==> config.mk <==
export PLATFORM = sky130hd
export DESIGN_NAME = pfs_sequencer
export DESIGN_NICKNAME = d
export VERILOG_FILES = /design/src/hw/pfs_pkg.sv /design/src/hw/pfs_sequencer.sv
export VERILOG_INCLUDE_DIRS = /design/src /design/src/hw
export SDC_FILE = /design/constraint.sdc
export NUM_CORES = 1
export LEC_CHECK = 0
export ABC_CLOCK_PERIOD_IN_PS = 7340
export BUFFER_PORTS_ARGS = -buffer_cell sky130_fd_sc_hd__buf_4
export CORE_UTILIZATION = 64
export DETAILED_ROUTE_END_ITERATION = 8
export PLACE_DENSITY_LB_ADDON = 0.25
export SETUP_SLACK_MARGIN = 0.5
export SLEW_MARGIN = 20
export SYNTH_ARGS = -nofsm -noshare
export SYNTH_HDL_FRONTEND = slang
export SYNTH_SLANG_ARGS = --single-unit
==> constraint.sdc <==
create_clock -name sys_clk -period 7.34 [get_ports sys_clk]
set_clock_uncertainty 0.15 [all_clocks]
set_input_delay 0.734 -clock sys_clk [delete_from_list [all_inputs] [get_ports sys_clk]]
set_output_delay 0.734 -clock sys_clk [all_outputs]
set_load 0.05 [all_outputs]
==> src/hw/pfs_regs.svh <==
`ifndef PFS_REGS_SVH
`define PFS_REGS_SVH
// ****************************************************************
// register byte offsets
// ****************************************************************
`define PFS_CTRL 5'h00
`define PFS_STATUS 5'h04
`define PFS_IRQ_STAT 5'h08
`define PFS_IRQ_MASK 5'h0C
`define PFS_HS_CYC 5'h10
`define PFS_JAM_CYC 5'h14
// ****************************************************************
// field positions
// ****************************************************************
`define PFS_CMD_PICK 0
`define PFS_CMD_FEED 1
`define PFS_CMD_REG 2
`define PFS_CMD_STOP 3
`define PFS_CTL_TAIL 4
`define PFS_IRQ_JAM 0
`define PFS_IRQ_DONE 1
`define PFS_IRQ_EDGE 2
// ****************************************************************
// reset values and timing
// ****************************************************************
`define PFS_HS_RST 16'h03E8
`define PFS_JAM_RST 16'h2710
`define PFS_TAIL_MS 1200
`define PFS_CLK_HZ 10000000
`endif

==> src/hw/pfs_pkg.sv <==
`default_nettype none
// ****************************************************************
// types shared by the sequencer
// ****************************************************************
package pfs_pkg;
  // one-hot sequencer states
  typedef enum logic [4:0] {
    S_IDLE = 5'h01,
    S_FAST = 5'h02,
    S_SLOW = 5'h04,
    S_TAIL = 5'h08,
    S_JAM = 5'h10
  } pfs_state_t;
  // complete state of the sequencer
  typedef struct packed {
    pfs_state_t st;
    logic awHave;
    logic [4:0] awAddr;
    logic wHave;
    logic [31:0] wData;
    logic [3:0] wStrb;
    logic awRdy;
    logic wRdy;
    logic bValid;
    logic [1:0] bResp;
    logic arRdy;
    logic rValid;
    logic [1:0] rResp;
    logic [31:0] rData;
    logic tailEn;
    logic [15:0] hsLim;
    logic [15:0] jamLim;
    logic [15:0] hsCnt;
    logic [15:0] jamCnt;
    logic [23:0] tailCnt;
    logic [15:0] divCnt;
    logic seen;
    logic sensPrev;
    logic step;
    logic fast;
    logic clutch;
    logic chainOutN;
    logic [2:0] irqSt;
    logic [2:0] irqMask;
    logic irq;
  } pfs_regs_t;
endpackage : pfs_pkg
`default_nettype wire

==> src/hw/pfs_sequencer.sv <==
// Notes on behaviour
// - pickup command: fast motor plus clutch together
// - after fast interval, drop to printer speed
// - feed command: fast motor, roller carries sheet
// - after fast interval, feed at printer speed
// - upper feeders obey feed commands for passage
// - jam if sensor misses edge in window
// - on jam stop motor, clutch; report
// - optional 1.2 s tail run after registration
// - sensor sampled at programmed sequence points
// - option-select chain passed to next feeder
// - motion only on commands; status always readable
//
// Decided for this implementation: the AXI4-Lite slave port and the placing of the registers.
`include "pfs_regs.svh"
`default_nettype none
module pfs_sequencer #(
  parameter int TAIL_CYC = `PFS_TAIL_MS * (`PFS_CLK_HZ / 1000),
  parameter logic [15:0] FAST_DIV = 16'h0010,
  parameter logic [15:0] SLOW_DIV = 16'h0020
) (
  input wire logic sys_clk,
  input wire logic arst_n,
  input wire logic [4:0] s_axi_awaddr,
  input wire logic s_axi_awvalid,
  output logic s_axi_awready,
  input wire logic [31:0] s_axi_wdata,
  input wire logic [3:0] s_axi_wstrb,
  input wire logic s_axi_wvalid,
  output logic s_axi_wready,
  output logic [1:0] s_axi_bresp,
  output logic s_axi_bvalid,
  input wire logic s_axi_bready,
  input wire logic [4:0] s_axi_araddr,
  input wire logic s_axi_arvalid,
  output logic s_axi_arready,
  output logic [31:0] s_axi_rdata,
  output logic [1:0] s_axi_rresp,
  output logic s_axi_rvalid,
  input wire logic s_axi_rready,
  input wire logic feedPathSensor,
  input wire logic optionSelectChainInN,
  output logic optionSelectChainOutN,
  output logic pickupMotorStep,
  output logic pickupMotorFast,
  output logic pickupClutch,
  output logic irq
);
  import pfs_pkg::*;
  localparam logic [23:0] TAIL_LAST = 24'(TAIL_CYC - 1);
  localparam logic [1:0] RESP_OK = 2'h0;
  localparam logic [1:0] RESP_ERR = 2'h2;
  pfs_regs_t q, d; // registered state and its next value
  logic wrGo; // both write halves present
  logic [31:0] wMask; // byte-lane mask from strobes
  logic cmdPick, cmdFeed, cmdReg, cmdStop; // command pulses
  logic edgeSeen; // leading edge on the feed path sensor
  logic running; // motor is stepping
  logic [15:0] divLim; // half period of the step output
  // ****************************************************************
  // next-state logic
  // ****************************************************************
  always_comb begin
    d = q;
    wrGo = q.awHave && q.wHave && !q.bValid;
    wMask = {{8{q.wStrb[3]}}, {8{q.wStrb[2]}},
             {8{q.wStrb[1]}}, {8{q.wStrb[0]}}};
    cmdPick = 1'b0;
    cmdFeed = 1'b0;
    cmdReg = 1'b0;
    cmdStop = 1'b0;
    // motor stepping; set first because the status read uses it
    running = (q.st == S_FAST) || (q.st == S_SLOW) || (q.st == S_TAIL);
    // write channel capture, either order
    if (s_axi_awvalid && q.awRdy) begin
      d.awHave = 1'b1;
      d.awAddr = s_axi_awaddr;
    end
    if (s_axi_wvalid && q.wRdy) begin
      d.wHave = 1'b1;
      d.wData = s_axi_wdata;
      d.wStrb = s_axi_wstrb;
    end
    if (q.bValid && s_axi_bready) begin
      d.bValid = 1'b0;
    end
    // register write, then response
    if (wrGo) begin
      d.awHave = 1'b0;
      d.wHave = 1'b0;
      d.bValid = 1'b1;
      d.bResp = RESP_OK;
      unique case (q.awAddr)
        `PFS_CTRL: begin
          // commands are single pulses from the low byte
          if (q.wStrb[0]) begin
            cmdPick = q.wData[`PFS_CMD_PICK];
            cmdFeed = q.wData[`PFS_CMD_FEED];
            cmdReg = q.wData[`PFS_CMD_REG];
            cmdStop = q.wData[`PFS_CMD_STOP];
            d.tailEn = q.wData[`PFS_CTL_TAIL];
          end
        end
        `PFS_STATUS: ; // read only, write ignored
        `PFS_IRQ_STAT: begin
          // write one to clear
          d.irqSt = q.irqSt & ~(q.wData[2:0] & wMask[2:0]);
        end
        `PFS_IRQ_MASK: begin
          d.irqMask = (q.irqMask & ~wMask[2:0]) | (q.wData[2:0] & wMask[2:0]);
        end
        `PFS_HS_CYC: begin
          // programmable fast interval
          d.hsLim = (q.hsLim & ~wMask[15:0]) |
                    (q.wData[15:0] & wMask[15:0]);
        end
        `PFS_JAM_CYC: begin
          // programmable jam window
          d.jamLim = (q.jamLim & ~wMask[15:0]) |
                     (q.wData[15:0] & wMask[15:0]);
        end
        default: d.bResp = RESP_ERR; // unmapped
      endcase
    end
    // read channel
    if (q.rValid && s_axi_rready) begin
      d.rValid = 1'b0;
    end
    if (s_axi_arvalid && q.arRdy) begin
      d.rValid = 1'b1;
      d.rResp = RESP_OK;
      unique case (s_axi_araddr)
        `PFS_CTRL: d.rData = {27'h0, q.tailEn, 4'h0};
        // live state of the sequencer for the host
        `PFS_STATUS: d.rData = {22'h0, q.st, q.seen, feedPathSensor,
                                q.clutch, q.fast, running};
        `PFS_IRQ_STAT: d.rData = {29'h0, q.irqSt};
        `PFS_IRQ_MASK: d.rData = {29'h0, q.irqMask};
        `PFS_HS_CYC: d.rData = {16'h0, q.hsLim};
        `PFS_JAM_CYC: d.rData = {16'h0, q.jamLim};
        default: begin
          d.rData = 32'h0;
          d.rResp = RESP_ERR;
        end
      endcase
    end
    d.awRdy = !d.awHave && !d.bValid;
    d.wRdy = !d.wHave && !d.bValid;
    d.arRdy = !d.rValid;
    // feed path sensor edge, only looked at while running
    d.sensPrev = feedPathSensor;
    edgeSeen = feedPathSensor && !q.sensPrev;
    // sequencer: no motion without a command
    unique case (q.st)
      S_IDLE: begin
        if (cmdPick || cmdFeed) begin
          // a feed command also serves sheets from lower units
          d.st = S_FAST;
          d.clutch = cmdPick;
          d.hsCnt = 16'h0;
          d.jamCnt = 16'h0;
          d.seen = 1'b0;
        end
      end
      S_FAST, S_SLOW: begin
        d.hsCnt = q.hsCnt + 16'h1;
        if (!q.seen) begin
          d.jamCnt = q.jamCnt + 16'h1;
        end
        if (edgeSeen) begin
          d.seen = 1'b1;
        end
        if (q.st == S_FAST && q.hsCnt >= q.hsLim) begin
          d.st = S_SLOW;
          d.clutch = 1'b0;
        end
        if (q.st == S_SLOW && cmdReg) begin
          // tail run lets a long sheet clear the roller
          d.st = q.tailEn ? S_TAIL : S_IDLE;
          d.tailCnt = 24'h0;
        end
        // missed leading edge at the end of the window
        if (!q.seen && !edgeSeen && q.jamCnt >= q.jamLim) begin
          d.st = S_JAM;
          d.clutch = 1'b0;
        end
      end
      S_TAIL: begin
        d.tailCnt = q.tailCnt + 24'h1;
        if (q.tailCnt >= TAIL_LAST) begin
          d.st = S_IDLE;
        end
      end
      S_JAM: begin
        d.clutch = 1'b0; // held off until stopped
      end
      default: d.st = S_IDLE; // illegal code recovers
    endcase
    if (cmdStop && q.st != S_IDLE) begin
      d.st = S_IDLE;
      d.clutch = 1'b0;
    end
    // step generator: half period picks the speed
    divLim = (q.st == S_FAST) ? FAST_DIV : SLOW_DIV;
    d.fast = (d.st == S_FAST);
    if (!running) begin
      d.divCnt = 16'h0;
      d.step = 1'b0;
    end else if (q.divCnt >= divLim - 16'h1) begin
      d.divCnt = 16'h0;
      d.step = !q.step;
    end else begin
      d.divCnt = q.divCnt + 16'h1;
    end
    // sticky events, set wins over a clear in the same cycle
    if (d.st == S_JAM && q.st != S_JAM) begin
      d.irqSt[`PFS_IRQ_JAM] = 1'b1;
    end
    if (d.st == S_IDLE && (q.st == S_SLOW || q.st == S_TAIL)) begin
      d.irqSt[`PFS_IRQ_DONE] = 1'b1;
    end
    if (running && edgeSeen) begin
      d.irqSt[`PFS_IRQ_EDGE] = 1'b1;
    end
    d.irq = |(d.irqSt & d.irqMask);
    // pass the select chain one stage on
    d.chainOutN = optionSelectChainInN;
  end
  // ****************************************************************
  // state register
  // ****************************************************************
  always_ff @(posedge sys_clk or negedge arst_n) begin
    if (!arst_n) begin
      q <= '0;
      q.st <= S_IDLE;
      q.hsLim <= `PFS_HS_RST;
      q.jamLim <= `PFS_JAM_RST;
      q.awRdy <= 1'b1;
      q.wRdy <= 1'b1;
      q.arRdy <= 1'b1;
      q.chainOutN <= 1'b1;
      q.sensPrev <= 1'b0;
    end else begin
      q <= d;
    end
  end
  // outputs straight from the state register
  assign s_axi_awready = q.awRdy;
  assign s_axi_wready = q.wRdy;
  assign s_axi_bvalid = q.bValid;
  assign s_axi_bresp = q.bResp;
  assign s_axi_arready = q.arRdy;
  assign s_axi_rvalid = q.rValid;
  assign s_axi_rdata = q.rData;
  assign s_axi_rresp = q.rResp;
  assign pickupMotorStep = q.step;
  assign pickupMotorFast = q.fast;
  assign pickupClutch = q.clutch;
  assign optionSelectChainOutN = q.chainOutN;
  assign irq = q.irq;
endmodule : pfs_sequencer
`default_nettype wire

# Yosys cells after proc, flatten, opt, wreduce, memory -nomap -nowiden
# Index checks and enable logic that the tools add are counted.
# classes
n_eq_ne,27
muxes,55
reduce_logical,48
n_lt_le_gt_ge,4
add_sub_neg,5
bitwise,13
# ops
op,n
one-hot mux 16 bit (6 select lines),1
one-hot mux 32 bit (2 select lines),1
"adder 16 x 1 -> 16 bit, second input constant",3
bitwise AND 16 bit,3
greater-or-equal comparator 16 bit,3
two-way mux 16 bit,3
one-hot mux 24 bit (2 select lines),1
two-way mux 37 bit,1
two-way mux 35 bit,1
two-way mux 32 bit,1
bitwise OR 16 bit,2
"== test 5 bit, second input constant",6
two-way mux 5 bit,6
two-way mux 1 bit,27
"== test 5 x 4 -> 1 bit, second input constant",5
"adder 24 x 1 -> 24 bit, second input constant",1
"greater-or-equal comparator 24 bit, second input constant",1
two-way mux 24 bit,1
one-hot mux 5 bit (4 select lines),1
logical AND 1 bit,18
two-way mux 6 bit,3
NOT 16 bit,1
"== test 5 x 3 -> 1 bit, second input constant",3
bitwise AND 3 bit,4
26 further kinds,55
# word_totals
reg_bits,207
in_bits,55
wordCells,182

# Depth between registers and ports, before layout
# depth
ltp_word,13
ltp_mapped,10

# Worst setup path after synthesis
# Ideal clock, no wire load.
# synth_path
path_type,register to register
from,"reg q, in the netlist s_axi_bvalid"
to,reg q[52] (netlist name)
slack_ps,4694
path_stages_with_launch,9
t_required_ps,7112
arrival_ps,2418
n_path_buf,2
period_less_slack_ps,2646
setup_ps,78
cell_sequence,dfrtp_1 and3b_1 and3_1 buf_2 a21oi_2 or4_1 buf_2 or4_1 a21oi_1
# synth_via
elab_chain_cells,6
# synth_lines
element,line_no,source
start: declaration,pfs_sequencer.sv:53,"pfs_regs_t q, d;"
zero test 1 bit,pfs_sequencer.sv:65,wrGo = q.awHave && q.wHave && !q.bValid;
logical AND 1 bit,pfs_sequencer.sv:65,
two-way mux 1 bit,pfs_sequencer.sv:88,if (wrGo) begin
logical AND 1 bit,pfs_sequencer.sv:177,if (q.st == S_SLOW && cmdReg) begin
!= test 2 bit (no source line),-,
AND reduction 2 bit (no source line),-,
# Every way passes these cells.
# A chain may end at the register's enable or synchronous reset.

# Final worst setup path
# Same ends and word-level chain as after synthesis.

==> summary.txt <==
Worst setup path
  – Worst path required time: around 7.5 ns
  – Startpoint Class: register
  – Max FO, Critical Path: 16
  – Crit. End Element: register
  – FF-to-FF path depth: 6
  – RR Startpoint: s_axi_bvalid
  – WS Path Type: reg2reg
  – CP arrival: 3.33 ns
  – R2R Setup Slk: 4.20 ns
  – Crit Reg-Reg Endpoint: q[52]

Synth
  – Yosys top cell area share: 0.435
  – Synth area leaders: dfrtp_1 (44%), ha_1 (5.2%), dfstp_2 (4.7%), mux2_2 (4.2%), nand2_1 (4.0%)
  – Post-synth EDFFs: 0
  – Asr flop ratio synth: 1.00
  – Sequential area share after synthesis: 0.482
  – Leading area contributor after synthesis: dfrtp_1
  – Post-Syn Area: 8910 µm²
  – Ys flop type: dfrtp_1
  – Post-synth top cells: dfrtp_1 (155), nand2_1 (94), o21ai_0 (68)
  – Ys Warns: 0
  – Gate Count Post-Synth: 911
  – Seq cells post-synth: 171
  – Count leader, synth: dfrtp_1
  – Syn avg cell area: ~9.8 µm²
  – Yosys cell types: 66

CTS
  – CTS Sinks: 171
  – Clock latency on the worst-skew pair: 0.43 ns
  – # hold bufs at CTS: 0
  – Clk buf depth: 2
  – Post-cts sizing count: 0
  – CTS tree: done
  – CTS Buf Count: 17
  – CTS H-tree lvls: 4
  – Setup Fix Bufs, Post-CTS: 0
  – Clk pin slew, worst setup/hold paths: 0.07 ns
  – Root Buffer: clkbuf_16

Floorplan
  – Die Width: 120 µm
  – Core ar.: 13400 µm²
  – Die Ht: around 120 µm
  – # rows: 42
  – I/O pin count: roughly 100
  – Initial core utilization: 0.665
  – Die area: 14400 µm²

Route
  – DR DRC count: 0
  – First-pass DRT Iterations: 5
  – DRT Wirelength: approximately 21000 µm
  – Via/cell ratio: 6.12
  – Final antenna-violating net count: 0
  – First DRT Iteration DRCs: about 580
  – Drt wl/cell: 18.1 µm
  – Via count: ~7000

Outcome
  – Outcome: finished clean

GRT
  – Pin count of the biggest net entering global routing: 96
  – Tot GR Track Use: 0.302
  – Wire length of the first global-routing pass: 33300 µm
  – Global route total overflow: 0
  – Vias in the first global route: 6756
  – Initial antenna violation count: 0

Finish
  – Area of the multi-input gates: 4110 µm²
  – Antenna Diode Count: 0
  – Final Non-Filler Cells: 1142
  – Layout area overhead: 12.2%
  – Share of cells above drive strength 1: 0.166
  – Layout fillers: 973
  – Final Util: 0.746
  – Nets: around 1000
  – FF+latch area: 4300 µm²

Place
  – Placer's final routability congestion estimate: between 0.8 and 0.9
  – PortBufs: 64
  – Pre-CTS setup slack: roughly 4 ns
  – Placed cells: approximately 1100
  – Detailed Place HPWL: 14200 µm

Pwr
  – Power Density: slightly below 300 nW/µm²
  – VDD IR max: between 0.2 and 0.25 mV
  – P_leak: 4.39 nW

STA
  – Slew HR: 0.351
  – Final hold violations: 0
  – Final clock period utilization by the worst path: 0.427
  – Final TNS setup: 0 ns
  – Final Setup Violations: 0
  – Setup WS post-layout: 4.20 ns
  – Max-slew violation count: 0
  – Worst-Margin Slew: 0.970 ns
  – Max Clk Rate: 319 MHz
  – Worst hold slack: 0.244 ns
  – RSZ-0062 raised after global routing: no
  – Tmin final: about 3.1 ns

Job
  – Max_cap viols: 0

Worst hold path
  – Worst hold path class: in2async
==> power breakdown <==
group          internal [W]  leakage [nW]  switching [W]  total, W
registers           0.00112          2.22       0.000157   0.00128
logic              0.000273          1.86       0.000414  0.000687
clock network      0.000636         0.317       0.000370   0.00101
==> routing by layer <==
layer / wire length [µm] / global-route usage / share of wire
met4: 719 / 0.138 / 0.035
met2: 10200 / 0.495 / 0.49
met1: 8640 / 0.386 / 0.42
met3: 1130 / 0.0589 / 0.055
met5: 0 / 0 / 0
==> worst max-delay path: stages (launching register included) <==
cell and delay, ns:
dfrtp_1 0.40, and3b_1 0.46, and3_1 0.41, a21oi_2 0.25, or4_1 0.68, or4_1 0.52, a21oi_1 0.17
==> layout make-up <==
class	count	share of cell area
Timing Repair Buffer	67	0.0507
Clock buffer	19	0.0433
Clock inverter	13	0.0224
Tap cell	176	0.0220
Sequential cell	171	0.430
Inverter	54	0.0203
Multi-Input combinational cell	642	0.411
==> how the worst max path moves through the flow <==
| stage | startpoint | end | slack, ns | cells after the start |
|---|---|---|---|---|
| detailed placement | q[203] | q[67] | 4.08 | 6 |
| floorplan | s_axi_bvalid | q[52] | 4.69 | 8 |
| finish | s_axi_bvalid | q[52] | 4.20 | 6 |
| global route | q[203] | q[67] | 4.03 | 6 |
| global placement | q[203] | q[67] | 4.08 | 6 |
| CTS | q[203] | q[67] | 4.02 | 6 |
==> metrics by stage <==
stage	total power [W]	instance area (µm²)
floorplan	0.00173	9010
finish	0.00297	10000
CTS	0.00296	9990
global route	0.00308	10000
global placement	0.00192	9330
detailed placement	0.00195	9330
==> placed cells by master, fill, tap and decap left out, drive strengths merged, types with 6 or more instances in the layout <==
cell type,instances
buf,67
o211ai,9
xor2,12
and3,10
a21oi,39
clkbuf,19
nor3,16
mux2i,7
conb,28
o2111ai,7
or3,14
nand2,94
nand3,29
o21ai,79
nor2,64
inv,54
a22oi,12
nor4,18
a211oi,6
nand4,12
bufinv,6
or4,8
and2,8
dfstp,16
xnor2,29
nor2b,7
ha,37
o31ai,8
dfrtp,155
mux2,33
==> cells by family after synthesis <==
group / synth area share
mux: 0.0496
fa+ha+maj: 0.0520
xor+xnor: 0.0403
simple gates: 0.178
other cells: 0.000421
compound gates: 0.128
buf+inv: 0.0694
flops: 0.482
Power figures use the tool's default switching activity.
